**config.mk**
```make
export PLATFORM = sky130hd
export DESIGN_NAME = asgc_regs
export DESIGN_NICKNAME = d
export VERILOG_FILES = /design/src/design/asgc_pkg.sv /design/src/design/asgc_regs.sv
export SDC_FILE = /design/constraint.sdc
export NUM_CORES = 1
export LEC_CHECK = 0
export BUFFER_PORTS_ARGS = -buffer_cell sky130_fd_sc_hd__buf_2
export CORE_UTILIZATION = 45
export DETAILED_ROUTE_END_ITERATION = 6
export GPL_TIMING_DRIVEN = 0
export PLACE_DENSITY_LB_ADDON = 0.08
export REMOVE_ABC_BUFFERS = 1
export SETUP_SLACK_MARGIN = 0.3
export SLEW_MARGIN = 10
export SYNTH_ARGS = -nofsm -noshare
export SYNTH_HDL_FRONTEND = slang
export SYNTH_SLANG_ARGS = --single-unit
export TNS_END_PERCENT = 20
```
**constraint.sdc**
```tcl
create_clock -name core_clk -period 4.5 [get_ports core_clk]
set_clock_uncertainty 0.2 [all_clocks]
set_input_delay 0.9 -clock core_clk [delete_from_list [all_inputs] [get_ports core_clk]]
set_output_delay 0.9 -clock core_clk [all_outputs]
set_load 0.01 [all_outputs]
```
**src/design/asgc_pkg.sv**
```systemverilog
// shared constants and types of the sequence and general control bank
package asgc_pkg;
    // pointer byte fields
    localparam logic [3:0] MODE_CFG      = 4'h0;  // config write mode
    localparam logic [3:0] MODE_RDBK     = 4'h7;  // register readback mode
    localparam logic [3:0] SEL_NOP       = 4'h0;  // no register
    localparam logic [3:0] SEL_SEQ       = 4'h2;  // sequence select code
    localparam logic [3:0] SEL_CTRL      = 4'h3;  // general control code
    // reset values
    localparam logic [15:0] SEQ_RST      = 16'h0000;
    localparam logic [15:0] CTRL_RST     = 16'h0000;
    // writable bits, everything else reads zero
    localparam logic [15:0] SEQ_MASK     = 16'h03ff;
    localparam logic [15:0] CTRL_MASK    = 16'h03f0;
    // sequence register fields
    localparam int SEQ_LOOP_BIT          = 9;
    localparam int SEQ_TEMP_BIT          = 8;
    localparam int SEQ_CH_LSB            = 0;
    // control register fields
    localparam int CTRL_PRECH_BIT        = 9;
    localparam int CTRL_BUF_EN_BIT       = 8;
    localparam int CTRL_LOCK_BIT         = 7;
    localparam int CTRL_BCAST_BIT        = 6;
    localparam int CTRL_IN_RANGE_BIT     = 5;
    localparam int CTRL_OUT_RANGE_BIT    = 4;
    // widths
    localparam int NUM_CH                = 8;
    localparam int DAC_W                 = 12;

    // byte parser states
    typedef enum logic [1:0] {
        ST_PTR,
        ST_HI,
        ST_LO,
        ST_SKIP
    } asgc_state_e;

    // dac load request towards the dac channels
    typedef struct packed {
        logic [NUM_CH-1:0] mask;   // channels to load
        logic [DAC_W-1:0]  data;   // code to load
    } asgc_dac_load_s;
endpackage

```
**src/design/asgc_regs.sv**
```systemverilog
// sequence select and general control registers behind the pointer byte
`timescale 1ns/1ns
`default_nettype none
// Notes on behaviour
// - sequence register resets to all zeros
// - bit 9 turns sequence repetition on
// - bit 8 adds temperature result to sequence
// - bits 7..0 each include their channel
// - control register resets to all zeros
// - precharge bit 0: enabled buffer always powered
// - precharge bit 1: buffer powered only converting
// - control bit 8 enables input buffer
// - lock bit refuses pin configuration writes
// - broadcast off: dac write loads addressed channel
// - broadcast on: load every dac-configured channel
// - input range bit picks single or double span
// - output range bit picks single or double span
// - pointer 0x7 plus select reads register back
module asgc_regs #(
    parameter int NUM_CH = 8,                        // analog channels
    parameter int DAC_W  = 12                        // dac code width
) (
    input  wire logic                     core_clk,      // core clock, 25 MHz
    input  wire logic                     rst,           // synchronous reset
    input  wire logic                     frm_start,     // start of serial frame
    input  wire logic                     byte_valid,    // received byte strobe
    input  wire logic [7:0]               byte_data,     // received byte
    input  wire logic                     rd_req,        // host wants next byte
    input  wire logic                     conv_busy,     // conversion running
    input  wire logic                     pincfg_wr_req, // pin config write asked
    input  wire logic                     dac_wr_valid,  // dac data write strobe
    input  wire logic [2:0]               dac_wr_chan,   // channel address
    input  wire logic [DAC_W-1:0]         dac_wr_data,   // dac code
    input  wire logic [NUM_CH-1:0]        dac_cfg_mask,  // channels set as dac
    output logic [7:0]                    rd_data,       // readback byte
    output logic                          rd_valid,      // readback byte strobe
    output logic [NUM_CH-1:0]             seq_chan,      // channels in sequence
    output logic                          seq_temp,      // temperature included
    output logic                          sequence_loop_enable, // repeat sequence
    output logic                          buf_power,     // input buffer powered
    output logic                          cfg_lock,      // pin config locked
    output logic                          pincfg_wr_en,  // pin config write go
    output logic                          dac_load_valid, // dac load strobe
    output asgc_pkg::asgc_dac_load_s      dac_load,      // dac load mask, data
    output logic                          in_range_2x,   // input span doubled
    output logic                          out_range_2x   // output span doubled
);

    ////////////////////////////////////////////////////////////////////////////
    // elaboration checks

    // the field layout is fixed at eight channels and twelve-bit codes
    if (NUM_CH != asgc_pkg::NUM_CH || DAC_W != asgc_pkg::DAC_W) begin : g_bad
        $error("asgc_regs: unsupported channel count or dac width");
    end

    ////////////////////////////////////////////////////////////////////////////
    // state

    asgc_pkg::asgc_state_e    st_ff;         // byte parser state
    logic [3:0]               wsel_ff;       // register chosen for writing
    logic [7:0]               hi_ff;         // high data byte held
    logic [3:0]               rsel_ff;       // register chosen for readback
    logic                     rd_half_ff;    // next read byte is the low one
    logic [15:0]              seq_ff;        // sequence select register
    logic [15:0]              ctrl_ff;       // general control register
    logic [7:0]               rd_data_ff;    // readback byte
    logic                     rd_valid_ff;   // readback byte strobe
    logic                     buf_power_ff;  // buffer power request
    logic                     pincfg_en_ff;  // pin config write granted
    logic                     dac_vld_ff;    // dac load strobe
    asgc_pkg::asgc_dac_load_s dac_load_ff;   // dac load request
    logic                     commit;        // second data byte arrives
    logic [15:0]              wword;         // full word being written
    logic                     rd_take;       // read request served
    logic [15:0]              rd_word;       // register picked for readback
    logic                     byte_take;     // byte handled by parser

    // register contents for a select code; unknown codes read zero
    function automatic logic [15:0] reg_by_sel(
        input logic [3:0]  sel,
        input logic [15:0] seq,
        input logic [15:0] ctrl
    );
        logic [15:0] r;
        r = 16'h0000;
        if (sel == asgc_pkg::SEL_SEQ) begin
            r = seq;
        end else if (sel == asgc_pkg::SEL_CTRL) begin
            r = ctrl;
        end
        return r;
    endfunction

    ////////////////////////////////////////////////////////////////////////////
    // byte parser

    // a new frame wins over a byte in the same cycle
    assign byte_take = byte_valid && !frm_start;
    assign commit    = byte_take && (st_ff == asgc_pkg::ST_LO);
    assign wword     = {hi_ff, byte_data};

    // first byte is the pointer, then high and low data bytes
    always_ff @(posedge core_clk) begin
        if (rst) begin
            st_ff   <= asgc_pkg::ST_PTR;
            wsel_ff <= asgc_pkg::SEL_NOP;
            hi_ff   <= 8'h00;
        end else if (frm_start) begin
            st_ff <= asgc_pkg::ST_PTR;
        end else if (byte_valid) begin
            case (st_ff)
                asgc_pkg::ST_PTR: begin
                    // only the two codes of this bank open a write
                    if (byte_data[7:4] == asgc_pkg::MODE_CFG &&
                        (byte_data[3:0] == asgc_pkg::SEL_SEQ ||
                         byte_data[3:0] == asgc_pkg::SEL_CTRL)) begin
                        wsel_ff <= byte_data[3:0];
                        st_ff   <= asgc_pkg::ST_HI;
                    end else begin
                        st_ff <= asgc_pkg::ST_SKIP;
                    end
                end
                asgc_pkg::ST_HI: begin
                    hi_ff <= byte_data;
                    st_ff <= asgc_pkg::ST_LO;
                end
                asgc_pkg::ST_LO: begin
                    // extra bytes in the frame are dropped
                    st_ff <= asgc_pkg::ST_SKIP;
                end
                default: begin
                    st_ff <= asgc_pkg::ST_SKIP;
                end
            endcase
        end
    end

    ////////////////////////////////////////////////////////////////////////////
    // registers

    // sequence register; reserved bits masked away on write
    always_ff @(posedge core_clk) begin
        if (rst) begin
            seq_ff <= asgc_pkg::SEQ_RST;
        end else if (commit && wsel_ff == asgc_pkg::SEL_SEQ) begin
            seq_ff <= wword & asgc_pkg::SEQ_MASK;
        end
    end

    // general control register; bits 3..0 stay zero too
    always_ff @(posedge core_clk) begin
        if (rst) begin
            ctrl_ff <= asgc_pkg::CTRL_RST;
        end else if (commit && wsel_ff == asgc_pkg::SEL_CTRL) begin
            ctrl_ff <= wword & asgc_pkg::CTRL_MASK;
        end
    end

    ////////////////////////////////////////////////////////////////////////////
    // readback

    assign rd_take = rd_req && !frm_start;
    assign rd_word = reg_by_sel(rsel_ff, seq_ff, ctrl_ff);

    // readback pointer selects a register, high byte goes out first
    always_ff @(posedge core_clk) begin
        if (rst) begin
            rsel_ff    <= asgc_pkg::SEL_NOP;
            rd_half_ff <= 1'b0;
        end else if (frm_start) begin
            rd_half_ff <= 1'b0;
        end else begin
            if (byte_valid && st_ff == asgc_pkg::ST_PTR &&
                byte_data[7:4] == asgc_pkg::MODE_RDBK) begin
                rsel_ff    <= byte_data[3:0];
                rd_half_ff <= 1'b0;
            end else if (rd_take) begin
                rd_half_ff <= !rd_half_ff;
            end
        end
    end

    // one byte answered the cycle after each request outside a frame-start cycle
    always_ff @(posedge core_clk) begin
        if (rst) begin
            rd_data_ff  <= 8'h00;
            rd_valid_ff <= 1'b0;
        end else begin
            rd_valid_ff <= rd_take;
            if (rd_take) begin
                rd_data_ff <= rd_half_ff ? rd_word[7:0] : rd_word[15:8];
            end
        end
    end

    ////////////////////////////////////////////////////////////////////////////
    // input buffer power

    // precharge-only mode trades settling margin for supply current
    always_ff @(posedge core_clk) begin
        if (rst) begin
            buf_power_ff <= 1'b0;
        end else begin
            buf_power_ff <= ctrl_ff[asgc_pkg::CTRL_BUF_EN_BIT] &&
                            (!ctrl_ff[asgc_pkg::CTRL_PRECH_BIT] ||
                             conv_busy);
        end
    end

    ////////////////////////////////////////////////////////////////////////////
    // pin configuration lock

    // a refused write leaves the pin config registers untouched
    always_ff @(posedge core_clk) begin
        if (rst) begin
            pincfg_en_ff <= 1'b0;
        end else begin
            pincfg_en_ff <= pincfg_wr_req && !ctrl_ff[asgc_pkg::CTRL_LOCK_BIT];
        end
    end

    ////////////////////////////////////////////////////////////////////////////
    // dac write steering

    // broadcast uses the dac mask sampled with the write, not a later one
    always_ff @(posedge core_clk) begin
        if (rst) begin
            dac_vld_ff  <= 1'b0;
            dac_load_ff <= '0;
        end else begin
            dac_vld_ff <= dac_wr_valid;
            if (dac_wr_valid) begin
                dac_load_ff.data <= dac_wr_data;
                if (ctrl_ff[asgc_pkg::CTRL_BCAST_BIT]) begin
                    dac_load_ff.mask <= dac_cfg_mask;
                end else begin
                    dac_load_ff.mask <= NUM_CH'(1) << dac_wr_chan;
                end
            end
        end
    end

    ////////////////////////////////////////////////////////////////////////////
    // outputs, all straight from flip-flops

    assign rd_data              = rd_data_ff;
    assign rd_valid             = rd_valid_ff;
    assign seq_chan             = seq_ff[asgc_pkg::SEQ_CH_LSB +: NUM_CH];
    assign seq_temp             = seq_ff[asgc_pkg::SEQ_TEMP_BIT];
    assign sequence_loop_enable = seq_ff[asgc_pkg::SEQ_LOOP_BIT];
    assign buf_power            = buf_power_ff;
    assign cfg_lock             = ctrl_ff[asgc_pkg::CTRL_LOCK_BIT];
    assign pincfg_wr_en         = pincfg_en_ff;
    assign dac_load_valid       = dac_vld_ff;
    assign dac_load             = dac_load_ff;
    assign in_range_2x          = ctrl_ff[asgc_pkg::CTRL_IN_RANGE_BIT];
    assign out_range_2x         = ctrl_ff[asgc_pkg::CTRL_OUT_RANGE_BIT];
endmodule
`default_nettype wire

```
# == After elaboration in Yosys (flattened, before gate mapping) ==
# Cells that the tools add are included.
# classes
eq_ne,9
bitwise,1
n_shift,1
reduce_logical,23
div_mod_pow,0
add_sub_neg,0
mul,0
n_lt_le_gt_ge,0
muxes,6
# ops
operator,n
4-bit by 2-bit == test with 1-bit output (second input constant),6
10-bit two-way mux,2
8-bit two-way mux,2
1-bit logical AND,10
1-bit by 3-bit left shift with 8-bit output (first input constant),1
4-bit by 3-bit == test with 1-bit output (second input constant),1
1-bit logical NOT,4
4-bit logical NOT,1
2-bit one-hot mux with 2 select lines,1
4-bit AND reduction,1
3-bit AND reduction,1
3-bit OR reduction,1
2-bit by 1-bit == test with 1-bit output (second input constant),1
2-bit == test (second input constant),1
2-bit logical NOT,1
1-bit logical OR,2
2-bit two-way mux,1
2-bit AND reduction,1
2-bit OR reduction,1
1-bit NOT,1
# word_totals
latchBits,0
ramBits,0
romBits,0
input_bits,39
out_inout_bits,45
regBits,61
elab_cells,54
n_memories,0

# == Longest topological paths before layout ==
# Gate-level depths: netlist of run 1.
# logic_depth
depth_word,5
depth_mapped,4
ltp_nobuf,3

# == Worst setup path after synthesis of run 1 ==
# Ideal clock, no wire load.
# synth_path
kind,input -> register
startpoint,in frm_start
endpoint,reg ctrl_ff[4]
setup_time_ns,0.123
path_buffers,1
slack_ns,2.210
stages,4
t_arrival_ns,1.967
required_time_ns,4.177
cell_sequence,or4b_4 or3_1 clkbuf_1 mux2i_1
# synth_via
elab_chain_len,4
# synth_lines
element,line_no,source
start: declaration,asgc_regs.sv:25,"input wire logic frm_start,"
1-bit logical NOT,asgc_regs.sv:99,assign byte_take = byte_valid && !frm_start;
1-bit logical AND,asgc_regs.sv:99,
1-bit logical AND,asgc_regs.sv:100,assign commit = byte_take && (st_ff == asgc_pkg::ST_LO);
1-bit logical AND,asgc_regs.sv:155,end else if (commit && wsel_ff == asgc_pkg::SEL_CTRL) begin
end signal: assignment,asgc_regs.sv:154,ctrl_ff <= asgc_pkg::CTRL_RST;
end signal: assignment,asgc_regs.sv:156,ctrl_ff <= wword & asgc_pkg::CTRL_MASK;
end: declaration,asgc_regs.sv:66,logic [15:0] ctrl_ff;
# Every way passes these cells.
# A chain may end at the register's enable or synchronous reset.

# == Worst setup path after layout of run 1 ==
# layout_path
startpoint,in frm_start
endpoint,reg ctrl_ff[8]
# Same word-level chain as after synthesis.

==> impl_metrics.py, run 1 <==
metrics = {
    "clock_network": {
        "htree_levels": 3,
        "clock-sinks": 61,
        "cts.clk_slew.worst_paths_ns": 0.06,
        "cts-resized-gates": 0,
        "cts_tree": "yes",
        "post_cts_buffers": 0,
        "cts_root_buffer": "clkbuf_8",
        "clock_latency_ns": 0.33,
        "cts_buffer_depth": 2,
        "holdBufCountCts": 0,
        "numCtsBuffers": 9,
    },
    "grt": {
        "grt_use_met3": 0.0429,
        "grtUsageMet2": 0.276,
        "grt_max_degree": 69,
        "busiest_layer": "met2",
        "track_usage": 0.190,
        "grt_overflow": 0,
        "grt_pass1_wl_um": 8800,
        "gr-usage-met1": 0.258,
        "antenna_found_initial": 0,
        "grt_pass1_vias": 1869,
    },
    "synth": {
        "synth_cell_types": 32,
        "ys_ff_latch": 61,
        "synth_top_family_by_area": "simple AND/OR/NAND/NOR gates",
        "synthesis.area_sq_um": 2540,
        "synthXorXnorAreaFrac": 0.00344,
        "synth-compound-area-share": 0.0758,
        "avgSynthCellArea_sq_um": 9.82,
        "muxShareOfSynthArea": 0.163,
        "synth_fa_ha_area_frac": 0,
        "syn_inst": 259,
        "synth-simple-area-share": 0.244,
        "synth_seq_area_share": 0.480,
        "yosysWarnings": 0,
    },
    "sta": {
        "fin_tns_setup_ns": 0,
        "fin_crit_ns": 2.25,
        "setup_viol": 0,
        "setup_ws_ns": 2.25,
        "fin_crit_sh": 0.499,
        "rsz0062_at_grt": "false",
        "slew_violations": 0,
        "hold_slack_ns": 0.247,
        "max_freq_ghz": 0.445,
        "hold_viol": 0,
        "worst_slew_pin_slew_ns": 1.02,
        "max-slew-margin-rel": 0.318,
    },
    "power_and_ir_drop": {
        "vdd_drop_max_mv": 0.200,
        "leakage_nw": 1.44,
        "power_frac_clock": 0.437,
        "p_switching_mw": 0.263,
        "powerDensity_nw_per_um2": 363,
        "cellInternalPower_mw": 0.895,
        "p_comb_frac": 0.079,
        "p_sw_frac": 0.227,
        "p_seq_frac": 0.484,
    },
    "final_layout": {
        "area_growth_pct": 25.4,
        "post-route-util": 0.583,
        "nNetsFinal": 374,
        "insertedDiodeCount": 0,
        "drive_above_1_share": 0.309,
    },
    "worst_setup_path": {
        "worstSetupEndpointType": "register",
        "crit_slowest_cell": "or4b_4",
        "startpoint_type": "input port",
        "slowest_delay_ns": 0.52,
        "cpLargestDelayFamily": "simple AND/OR/NAND/NOR gates",
        "crit_required_ns": 4.56,
        "crit_chain": "buf_2, or4b_4, nor3_1, mux2i_1",
        "cp.arrival_ns": 2.31,
        "critPathBufInv": 1,
        "crit_type": "in2reg",
        "crit_path_max_fanout": 7,
    },
    "drt": {
        "drt_pass1_iterations": 4,
        "drcViolationCount": 0,
        "avgRoutedWirePerCell_um": 12.9,
        "drtIter0Drc": 101,
        "ant_nets": 0,
        "routed_wl_um": 5330,
        "vias_per_cell": 5.09,
        "num_vias": 2096,
    },
    "placed_design": {
        "dp_slack_ns": 1.88,
        "place_hpwl_um": 3710,
        "io_buffers": 83,
        "routabilityCongestion": 0.742,
    },
    "floorplanning": {
        "initial_core_util": 0.465,
        "die-width_um": 77.2,
        "io_pins": 84,
        "fp-row-count": 27,
        "core_area_sq_um": 5470,
        "die_h_um": 77.2,
        "dieArea_sq_um": 5950,
    },
    "run_status": {
        "status": "finished clean",
    },
    "run": {
        "drv_cap": 0,
    },
    "worst_hold_path": {
        "hold_path_class": "reg2reg",
    },
}
[tightest hold or removal path: stages, from the launching register on]
cell	delay [ns]
dfxtp_1	0.31
nand2_1	0.05
a21oi_1	0.05
[metal layers]
layer | vias to the layer above | share of wire
met3 | 12 | 0.042
met1 | 970 | 0.50
met4 | 0 | 0.022
met5 | - | 0
met2 | 51 | 0.44
li1 | 1063 | -
[layout by cell type, fill, tap and decap left out, types with 4 or more instances in the layout]
cell type,n
nor4b_1,4
mux2_2,4
nor2_1,23
a21oi_1,15
nand4_1,6
a211oi_1,7
nor4bb_1,4
buf_2,83
inv_1,4
nand2_1,8
clkbuf_8,12
nand3b_1,4
nand2b_1,32
o21ai_0,4
dfxtp_1,61
mux2i_1,37
[path summary, 6_finish.rpt]
kind	start	end	slack (ns)	cells after the start
hold / removal	rd_data[6]	rd_data[6]	0.25	2
setup reg to reg	st_ff[0]	ctrl_ff[8]	2.59	3
setup / recovery	frm_start	ctrl_ff[8]	2.25	4
hold reg to reg	rd_data[6]	rd_data[6]	0.25	2
[through the flow]
| stage | cell area, sq um | std cells | power (mW) |
|---|---|---|---|
| floorplan | 2470 | 241 | 0.614 |
| global placement | 2980 | 396 | 0.664 |
| detailed placement | 2980 | 396 | 0.665 |
| CTS | 3190 | 412 | 1.18 |
| global route | 3190 | 412 | 1.21 |
| finish | 3190 | 412 | 1.16 |
[area by class of cell]
type                            count  area [sq um]
Fill cell                         534          2280
Multi-Input combinational cell    176          1240
Sequential cell                    61          1220
Timing Repair Buffer               83           415
Clock buffer                       12           165
Tap cell                           72          90.1
Clock inverter                      4          45.0
Inverter                            4          15.0
[flip-flops by register name, indices dropped and copies added, names as in the netlist]
| signal | cells |
|---|---|
| seq_ff | 10 |
| buf_power | 1 |
| rd_half_ff | 1 |
| rsel_ff | 4 |
| dac_load_valid | 1 |
| wsel_ff | 4 |
| hi_ff | 2 |
| dac_load | 20 |
| ctrl_ff | 6 |
| rd_data | 8 |
| st_ff | 2 |
| rd_valid | 1 |
| pincfg_wr_en | 1 |
[logic make-up (layout without fill, tap and decap cells)]
kind of cell           count (synthesis)  count (layout)
flip-flops                            61              61
multiplexers                          41              41
AND/OR/NAND/NOR                      102             102
buffers and inverters                 22             103
AO/OA/AOI/OAI                         32              32
XOR/XNOR                               1               1
[power groups by stage]
stage | Clock (mW) | Sequential [mW] | Combinational, mW
6_report | 0.506 | 0.561 | 0.0916
3_5_place_dp | 0 | 0.573 | 0.0920
5_1_grt | 0.547 | 0.563 | 0.102
2_1_floorplan | 0 | 0.579 | 0.0358
4_1_cts | 0.523 | 0.561 | 0.0923
3_3_place_gp | 0 | 0.573 | 0.0915
[synth_stat cells (all sizes together)]
library cell | instances | area, sq um
dfxtp | 61 | 1220
and3 | 1 | 6.26
nand3b | 4 | 30.0
a21oi | 15 | 75.1
a211oi | 7 | 52.6
a311oi | 1 | 8.76
buf | 2 | 8.75
mux2 | 4 | 45.0
nor3 | 4 | 31.3
xor2 | 1 | 8.76
nand2 | 8 | 30.0
nand4 | 6 | 37.5
a2bb2oi | 2 | 17.5
inv | 4 | 15.0
a31oi | 3 | 18.8
and3b | 2 | 17.5
mux2i | 37 | 370
nor3b | 3 | 22.5
nor4bb | 4 | 40.0
nor2 | 23 | 86.3
nor4b | 4 | 35.0
or3 | 2 | 12.5
and2 | 1 | 6.26
nor4 | 1 | 6.26
nor2b | 3 | 18.8
clkbuf | 16 | 60.1
nand2b | 32 | 200
nand4b | 3 | 26.3
or4b | 1 | 13.8
o21ai | 4 | 20.0
No activity file was read; power rests on OpenSTA's default activity.
==> inputs of run 2 (changes only) <==
--- a/config.mk
+++ b/config.mk
@@ -5,6 +5,7 @@
 export SDC_FILE = /design/constraint.sdc
 export NUM_CORES = 1
 export LEC_CHECK = 0
+export ABC_AREA = 1
 export BUFFER_PORTS_ARGS = -buffer_cell sky130_fd_sc_hd__buf_2
 export CORE_UTILIZATION = 45
 export DETAILED_ROUTE_END_ITERATION = 6
==> constraint.sdc (replaced) <==
create_clock -name core_clk -period 2.3 [get_ports core_clk]
set_clock_uncertainty 0.2 [all_clocks]
set_input_delay 0.46 -clock core_clk [delete_from_list [all_inputs] [get_ports core_clk]]
set_output_delay 0.46 -clock core_clk [all_outputs]
set_load 0.01 [all_outputs]
==> run 2 against run 1 <==
- design area fell by 0.16%
- global-route usage rose by 1.3 points
- first-iteration DRC count rose by 2.0%
- register-to-register slack got worse by 1.8 ns
- die area rose by 1.6%
- synthesized area rose by 1.7%
- combinational power rose by 110%
- clock power rose by 63%
- worst setup slack got worse by 1.8 ns
- critical endpoint is now dac_load[7]
==> impl_metrics.py, run 2 <==
metrics = {
    "final_layout": {
        "regArea_sq_um": 1220,
        "multi_input_area_sq_um": 1140,
        "layout_common_cells": "92 x nor2_1, 89 x nand2_1, 83 x buf_2, 61 x dfxtp_1, 34 x inv_1",
        "insertedDiodeCount": 0,
        "post-route-util": 0.578,
        "nNetsFinal": 491,
        "final_common_cell": "nor2_1",
        "largest_reg_flops": 20,
        "nFillCells": 584,
        "drive_above_1_share": 0.239,
        "area_growth_pct": 23.2,
    },
    "drt": {
        "avgRoutedWirePerCell_um": 11.0,
        "routed_wl_um": 5810,
        "drt_pass1_iterations": 4,
        "num_vias": 2443,
        "drtIter0Drc": 103,
        "ant_nets": 0,
        "vias_per_cell": 4.62,
        "drcViolationCount": 0,
    },
    "placed_design": {
        "io_buffers": 83,
        "place_hpwl_um": 4030,
        "routabilityCongestion": 0.809,
        "dp_slack_ns": -0.0969,
    },
    "grt": {
        "grt_pass1_wl_um": 9500,
        "track_usage": 0.203,
        "grt_overflow": 0,
        "grt_pass1_vias": 2280,
        "antenna_found_initial": 0,
        "grt_max_degree": 48,
    },
    "sta": {
        "slew_violations": 0,
        "setup_ws_ns": 0.487,
        "max_freq_ghz": 0.552,
        "setup_viol": 0,
        "rsz0062_at_grt": "false",
        "fin_tns_setup_ns": 0,
        "worst_slew_pin_slew_ns": 0.730,
        "hold_viol": 0,
        "fin_crit_ns": 1.81,
        "fin_crit_sh": 0.788,
        "max-slew-margin-rel": 0.512,
    },
    "floorplanning": {
        "die_h_um": 77.8,
        "die-width_um": 77.8,
        "io_pins": 84,
        "initial_core_util": 0.469,
        "fp-row-count": 27,
        "core_area_sq_um": 5510,
        "dieArea_sq_um": 6050,
    },
    "worst_setup_path": {
        "crit_path_start": "rst",
        "cpLargestDelayFamily": "buffers and inverters",
        "crit_type": "in2reg",
        "crit_slowest_cell": "clkinvlp_4",
        "cp.depth": 4,
        "critPathBufInv": 2,
        "cp.arrival_ns": 1.83,
        "crit_path_max_fanout": 47,
        "crit_required_ns": 2.31,
        "worstSetupEndpointType": "register",
        "crit_chain": "buf_2, clkinvlp_4, o21ai_0, nor2_1",
        "reg2reg_from": "st_ff[1]",
        "rr_worst_depth": 5,
        "slowest_delay_ns": 0.69,
        "startpoint_type": "input port",
    },
    "clock_network": {
        "cts_buffer_depth": 2,
        "numCtsBuffers": 9,
        "cts_tree": "yes",
        "holdBufCountCts": 0,
        "cts_root_buffer": "clkbuf_8",
        "clock-sinks": 61,
        "htree_levels": 3,
        "post_cts_buffers": 0,
        "cts-resized-gates": 1,
        "clock_latency_ns": 0.32,
        "cts.clk_slew.worst_paths_ns": 0.06,
    },
    "synth": {
        "synth_top_cells_by_count": "92 x nor2_1, 89 x nand2_1, 61 x dfxtp_1",
        "async_reset_ff_frac": 0,
        "synth_seq_area_share": 0.472,
        "synth_edf_count": 0,
        "synth_cell_types": 19,
        "synth-main-ff-cell": "dfxtp_1",
        "ys_ff_latch": 61,
        "synthesis.area_sq_um": 2580,
        "yosysTopAreaCellShare": 0.472,
        "avgSynthCellArea_sq_um": 6.95,
        "yosysTopAreaCell": "dfxtp_1",
        "yosysMostFrequentCell": "nor2_1",
        "yosysWarnings": 0,
        "syn_inst": 372,
        "ys_top_cells_by_area": "dfxtp_1 47%, nor2_1 13%, nand2_1 13%",
    },
    "power_and_ir_drop": {
        "powerDensity_nw_per_um2": 664,
        "vdd_drop_max_mv": 0.440,
        "leakage_nw": 1.56,
    },
    "worst_hold_path": {
        "hold_path_class": "in2reg",
        "worstHoldStart": "pincfg_wr_req",
        "hold_depth": 3,
    },
    "run": {
        "drv_cap": 0,
    },
    "run_status": {
        "status": "finished clean",
    },
}
## run 2: cell count changes in the layout (fill, tap and decap cells not counted), moves of 5 or more
cell,change
mux2i_1,-37
inv_1,+30
nand3_1,+10
o21ai_0,+20
nor2_4,+5
a21oi_1,+14
nand2b_1,-32
nand2_1,+81
nor2_1,+69
a211oi_1,-7
## run 2: cell families (layout without fill, tap and decap cells)
family          count (synthesis)  after routing  share of synthesized area
buf+inv                        51            136                     0.0852
flops                          61             61                      0.472
compound gates                 53             53                      0.103
simple gates                  207            207                      0.340
## run 2: path summary, 6_finish.rpt
path,slack [ns],endpoint
worst max-delay path,0.49,dac_load[7]
worst min-delay path,0.15,pincfg_wr_en
worst max register to register,0.78,seq_ff[0]
worst min register to register,0.24,wsel_ff[3]
## run 2: layer usage
| layer | GRT usage | part of all wire | vias up |
|---|---|---|---|
| met4 | 0.0962 | 0.0095 | 0 |
| met1 | 0.230 | 0.46 | 1047 |
| li1 | - | - | 1311 |
| met5 | 0 | 0 | - |
| met3 | 0.0565 | 0.062 | 6 |
| met2 | 0.350 | 0.47 | 79 |
## run 2: stage by stage
| stage | cells | total power [mW] | instance area (sq um) | hold WS [ns] |
|---|---|---|---|---|
| finish | 529 | 2.11 | 3180 | 0.152 |
| global route | 529 | 2.21 | 3180 | 0.148 |
| CTS | 529 | 2.15 | 3180 | 0.140 |
| detailed placement | 513 | 1.31 | 3010 | 0.231 |
| global placement | 513 | 1.31 | 3010 | 0.232 |
| floorplan | 358 | 1.22 | 2500 | 0.219 |
## run 2: cell type report
| cell class | instances | area share |
|---|---|---|
| flip-flops and latches | 61 | 0.383 |
| multi-input cells | 260 | 0.359 |
| repair buffers | 83 | 0.130 |
| clock buffers | 15 | 0.0523 |
| inverters | 37 | 0.0448 |
| well taps | 72 | 0.0283 |
| clock inverters | 1 | 0.00157 |
## run 2: report_power, final
group	total [mW]	internal (mW)	switching [mW]
sequential	1.10	1.09	0.0138
combinational	0.189	0.0727	0.116
clock	0.825	0.450	0.374
total	2.11	1.61	0.504
## run 2: worst register-to-register path, delay by kind of cell, from the launching register on
kind	cells	cell delay [ns]
DFF	1	0.41
and+or+nand+nor	5	0.82
==> inputs of run 3 (changes only) <==
--- a/config.mk
+++ b/config.mk
@@ -5,7 +5,7 @@
 export SDC_FILE = /design/constraint.sdc
 export NUM_CORES = 1
 export LEC_CHECK = 0
-export ABC_AREA = 1
+export ABC_AREA = 0
 export BUFFER_PORTS_ARGS = -buffer_cell sky130_fd_sc_hd__buf_2
 export CORE_UTILIZATION = 45
 export DETAILED_ROUTE_END_ITERATION = 6
==> constraint.sdc (replaced) <==
create_clock -name core_clk -period 1.8 [get_ports core_clk]
set_clock_uncertainty 0.2 [all_clocks]
set_input_delay 0.36 -clock core_clk [delete_from_list [all_inputs] [get_ports core_clk]]
set_output_delay 0.36 -clock core_clk [all_outputs]
set_load 0.01 [all_outputs]
==> run 3 against run 2 <==
- register-to-register slack got worse by 0.72 ns
- combinational power increased by 22%
- non-clock buffer count rose by 2
- clock power grew 54%
- core utilization rose by 1.5 points
- die area decreased by 1.6%
- via count down 14%
- first-iteration DRC count increased by 5.8%
- sequential power grew 27%
- wire length shrank 6.0%
- design area is 2.0% higher
- sequential share of layout area decreased by 0.69 points
- largest power group unchanged
==> impl_metrics.py, run 3 (synthesis gave the netlist of run 1 again) <==
metrics = {
    "power_and_ir_drop": {
        "p_comb_frac": 0.080,
        "p_switching_mw": 0.663,
        "p_seq_frac": 0.484,
        "cellInternalPower_mw": 2.24,
        "powerDensity_nw_per_um2": 893,
        "power_frac_clock": 0.437,
        "p_sw_frac": 0.229,
        "vdd_drop_max_mv": 0.499,
        "leakage_nw": 1.47,
        "fin_total_pwr_mw": 2.90,
    },
    "worst_setup_path": {
        "r2r-end": "ctrl_ff[6]",
        "rr_worst_depth": 3,
        "critPathBufInv": 0,
        "crit_chain": "or4b_4, or3_4, mux2i_1",
        "slowest_delay_ns": 0.56,
        "r2r_slack_ns": 0.06,
        "reg2reg_from": "st_ff[0]",
        "cp.arrival_ns": 1.76,
        "worstSetupEndpointType": "register",
        "cpLargestDelayFamily": "simple AND/OR/NAND/NOR gates",
        "crit_path_max_fanout": 5,
        "crit_type": "reg2reg",
        "crit_slowest_cell": "or4b_4",
        "crit_required_ns": 1.82,
        "startpoint_type": "register",
    },
    "sta": {
        "fin_crit_sh": 0.966,
        "rsz0062_at_grt": "true",
        "slew_violations": 0,
        "worst_slew_pin_slew_ns": 0.706,
        "setup_viol": 0,
        "max_freq_ghz": 0.575,
        "fin_crit_ns": 1.74,
        "max-slew-margin-rel": 0.523,
        "hold_viol": 0,
    },
    "clock_network": {
        "cts_tree": "yes",
        "cts.clk_slew.worst_paths_ns": 0.07,
        "holdBufCountCts": 0,
        "htree_levels": 3,
        "clock_latency_ns": 0.33,
        "cts_buffer_depth": 2,
        "cts_root_buffer": "clkbuf_8",
        "numCtsBuffers": 9,
        "clock-sinks": 61,
    },
    "grt": {
        "antenna_found_initial": 0,
        "grt_max_degree": 69,
        "grt_overflow": 0,
        "grt_pass1_vias": 1889,
        "grt_pass1_wl_um": 8900,
        "track_usage": 0.192,
    },
    "placed_design": {
        "place_hpwl_um": 3710,
        "routabilityCongestion": 0.742,
        "io_buffers": 83,
    },
    "final_layout": {
        "final_common_cell": "buf_2",
        "largest_reg_flops": 20,
        "multi_input_area_sq_um": 1270,
        "post-route-util": 0.594,
        "layout_common_cells": "82 x buf_2, 59 x dfxtp_1, 37 x mux2i_1, 32 x nand2b_1, 23 x nor2_1",
        "drive_above_1_share": 0.330,
        "insertedDiodeCount": 0,
        "nFillCells": 526,
        "area_growth_pct": 27.8,
        "nNetsFinal": 376,
        "regArea_sq_um": 1220,
    },
    "floorplanning": {
        "die_h_um": 77.2,
        "io_pins": 84,
        "initial_core_util": 0.465,
        "dieArea_sq_um": 5950,
        "core_area_sq_um": 5470,
        "fp-row-count": 27,
        "die-width_um": 77.2,
    },
    "drt": {
        "drtIter0Drc": 109,
        "ant_nets": 0,
        "vias_per_cell": 5.05,
        "routed_wl_um": 5460,
        "avgRoutedWirePerCell_um": 13.2,
        "drt_pass1_iterations": 4,
        "num_vias": 2089,
        "drcViolationCount": 0,
    },
    "run": {
        "drv_cap": 0,
    },
    "worst_hold_path": {
        "hold_end": "dac_load[8]",
        "hold_path_class": "in2reg",
        "worstHoldStart": "dac_wr_data[8]",
        "hold_depth": 3,
    },
    "run_status": {
        "status": "finished clean",
    },
}
## run 3: cell types whose count changed in the layout (fill, tap and decap cells not counted), moves of 5 or more
| cell | previous run | this run |
|---|---|---|
| o21ai_0 | 24 | 4 |
| a211oi_1 | 0 | 7 |
| nor2_1 | 92 | 23 |
| mux2i_1 | 0 | 37 |
| a21oi_1 | 29 | 15 |
| nand2_1 | 89 | 8 |
| nor2_4 | 5 | 0 |
| nand2b_1 | 0 | 32 |
| inv_1 | 34 | 4 |
| nand3_1 | 10 | 0 |
## run 3: worst max-delay path by stage
stage | slack (ns) | cells past startpoint | startpoint | to
global placement | -0.28 | 4 | frm_start | ctrl_ff[7]
detailed placement | -0.28 | 4 | frm_start | ctrl_ff[8]
floorplan | 0.08 | 3 | frm_start | ctrl_ff[7]
CTS | 0.05 | 3 | st_ff[0] | ctrl_ff[6]
global route | 0.01 | 3 | st_ff[0] | ctrl_ff[6]
finish | 0.06 | 3 | st_ff[0] | ctrl_ff[6]
## run 3: power by group through the flow
stage / Clock (mW) / Combinational [mW] / Sequential, mW
floorplan: 0 / 0.0894 / 1.45
global placement: 0 / 0.229 / 1.43
detailed placement: 0 / 0.230 / 1.43
CTS: 1.31 / 0.232 / 1.40
global route: 1.37 / 0.255 / 1.41
finish: 1.27 / 0.231 / 1.40
## run 3: routing by layer
metal | wire length, um | vias up | GRT usage
met5 | 0 | - | 0
met4 | 118 | 0 | 0.108
met3 | 191 | 11 | 0.0429
met2 | 2370 | 41 | 0.277
met1 | 2780 | 969 | 0.263
li1 | - | 1068 | -
## run 3: cell type report
class | count | area share
clock buffer | 12 | 0.0508
inverter | 4 | 0.00462
clock inverter | 4 | 0.0139
multi-input combinational | 176 | 0.391
tap | 72 | 0.0277
timing repair buffer | 85 | 0.136
sequential | 61 | 0.377
## run 3: worst reg2reg max path: stages (launching register included)
cell     delay [ns]
dfxtp_2        0.34
or4b_4         0.57
or3_4          0.39
mux2i_1        0.13
## run 3: stage by stage
step | hold WS [ns] | cells | setup TNS, ns | setup slack (ns) | area, sq um
after floorplan | 0.220 | 241 | 0 | 0.0820 | 2470
final | 0.0579 | 414 | 0 | 0.0614 | 3250
after global routing | 0.0590 | 414 | 0 | 0.0142 | 3250
after CTS | 0.0425 | 414 | 0 | 0.0537 | 3230
after global placement | 0.235 | 396 | -3.19 | -0.284 | 2980
after detailed placement | 0.240 | 396 | -3.31 | -0.275 | 2980
## run 3: what timing repair did
item,4_1_cts,5_1_grt
pin swaps,2,1
buffers inserted,2,0
endpoints found under the setup margin,35,45
resized for setup,6,5
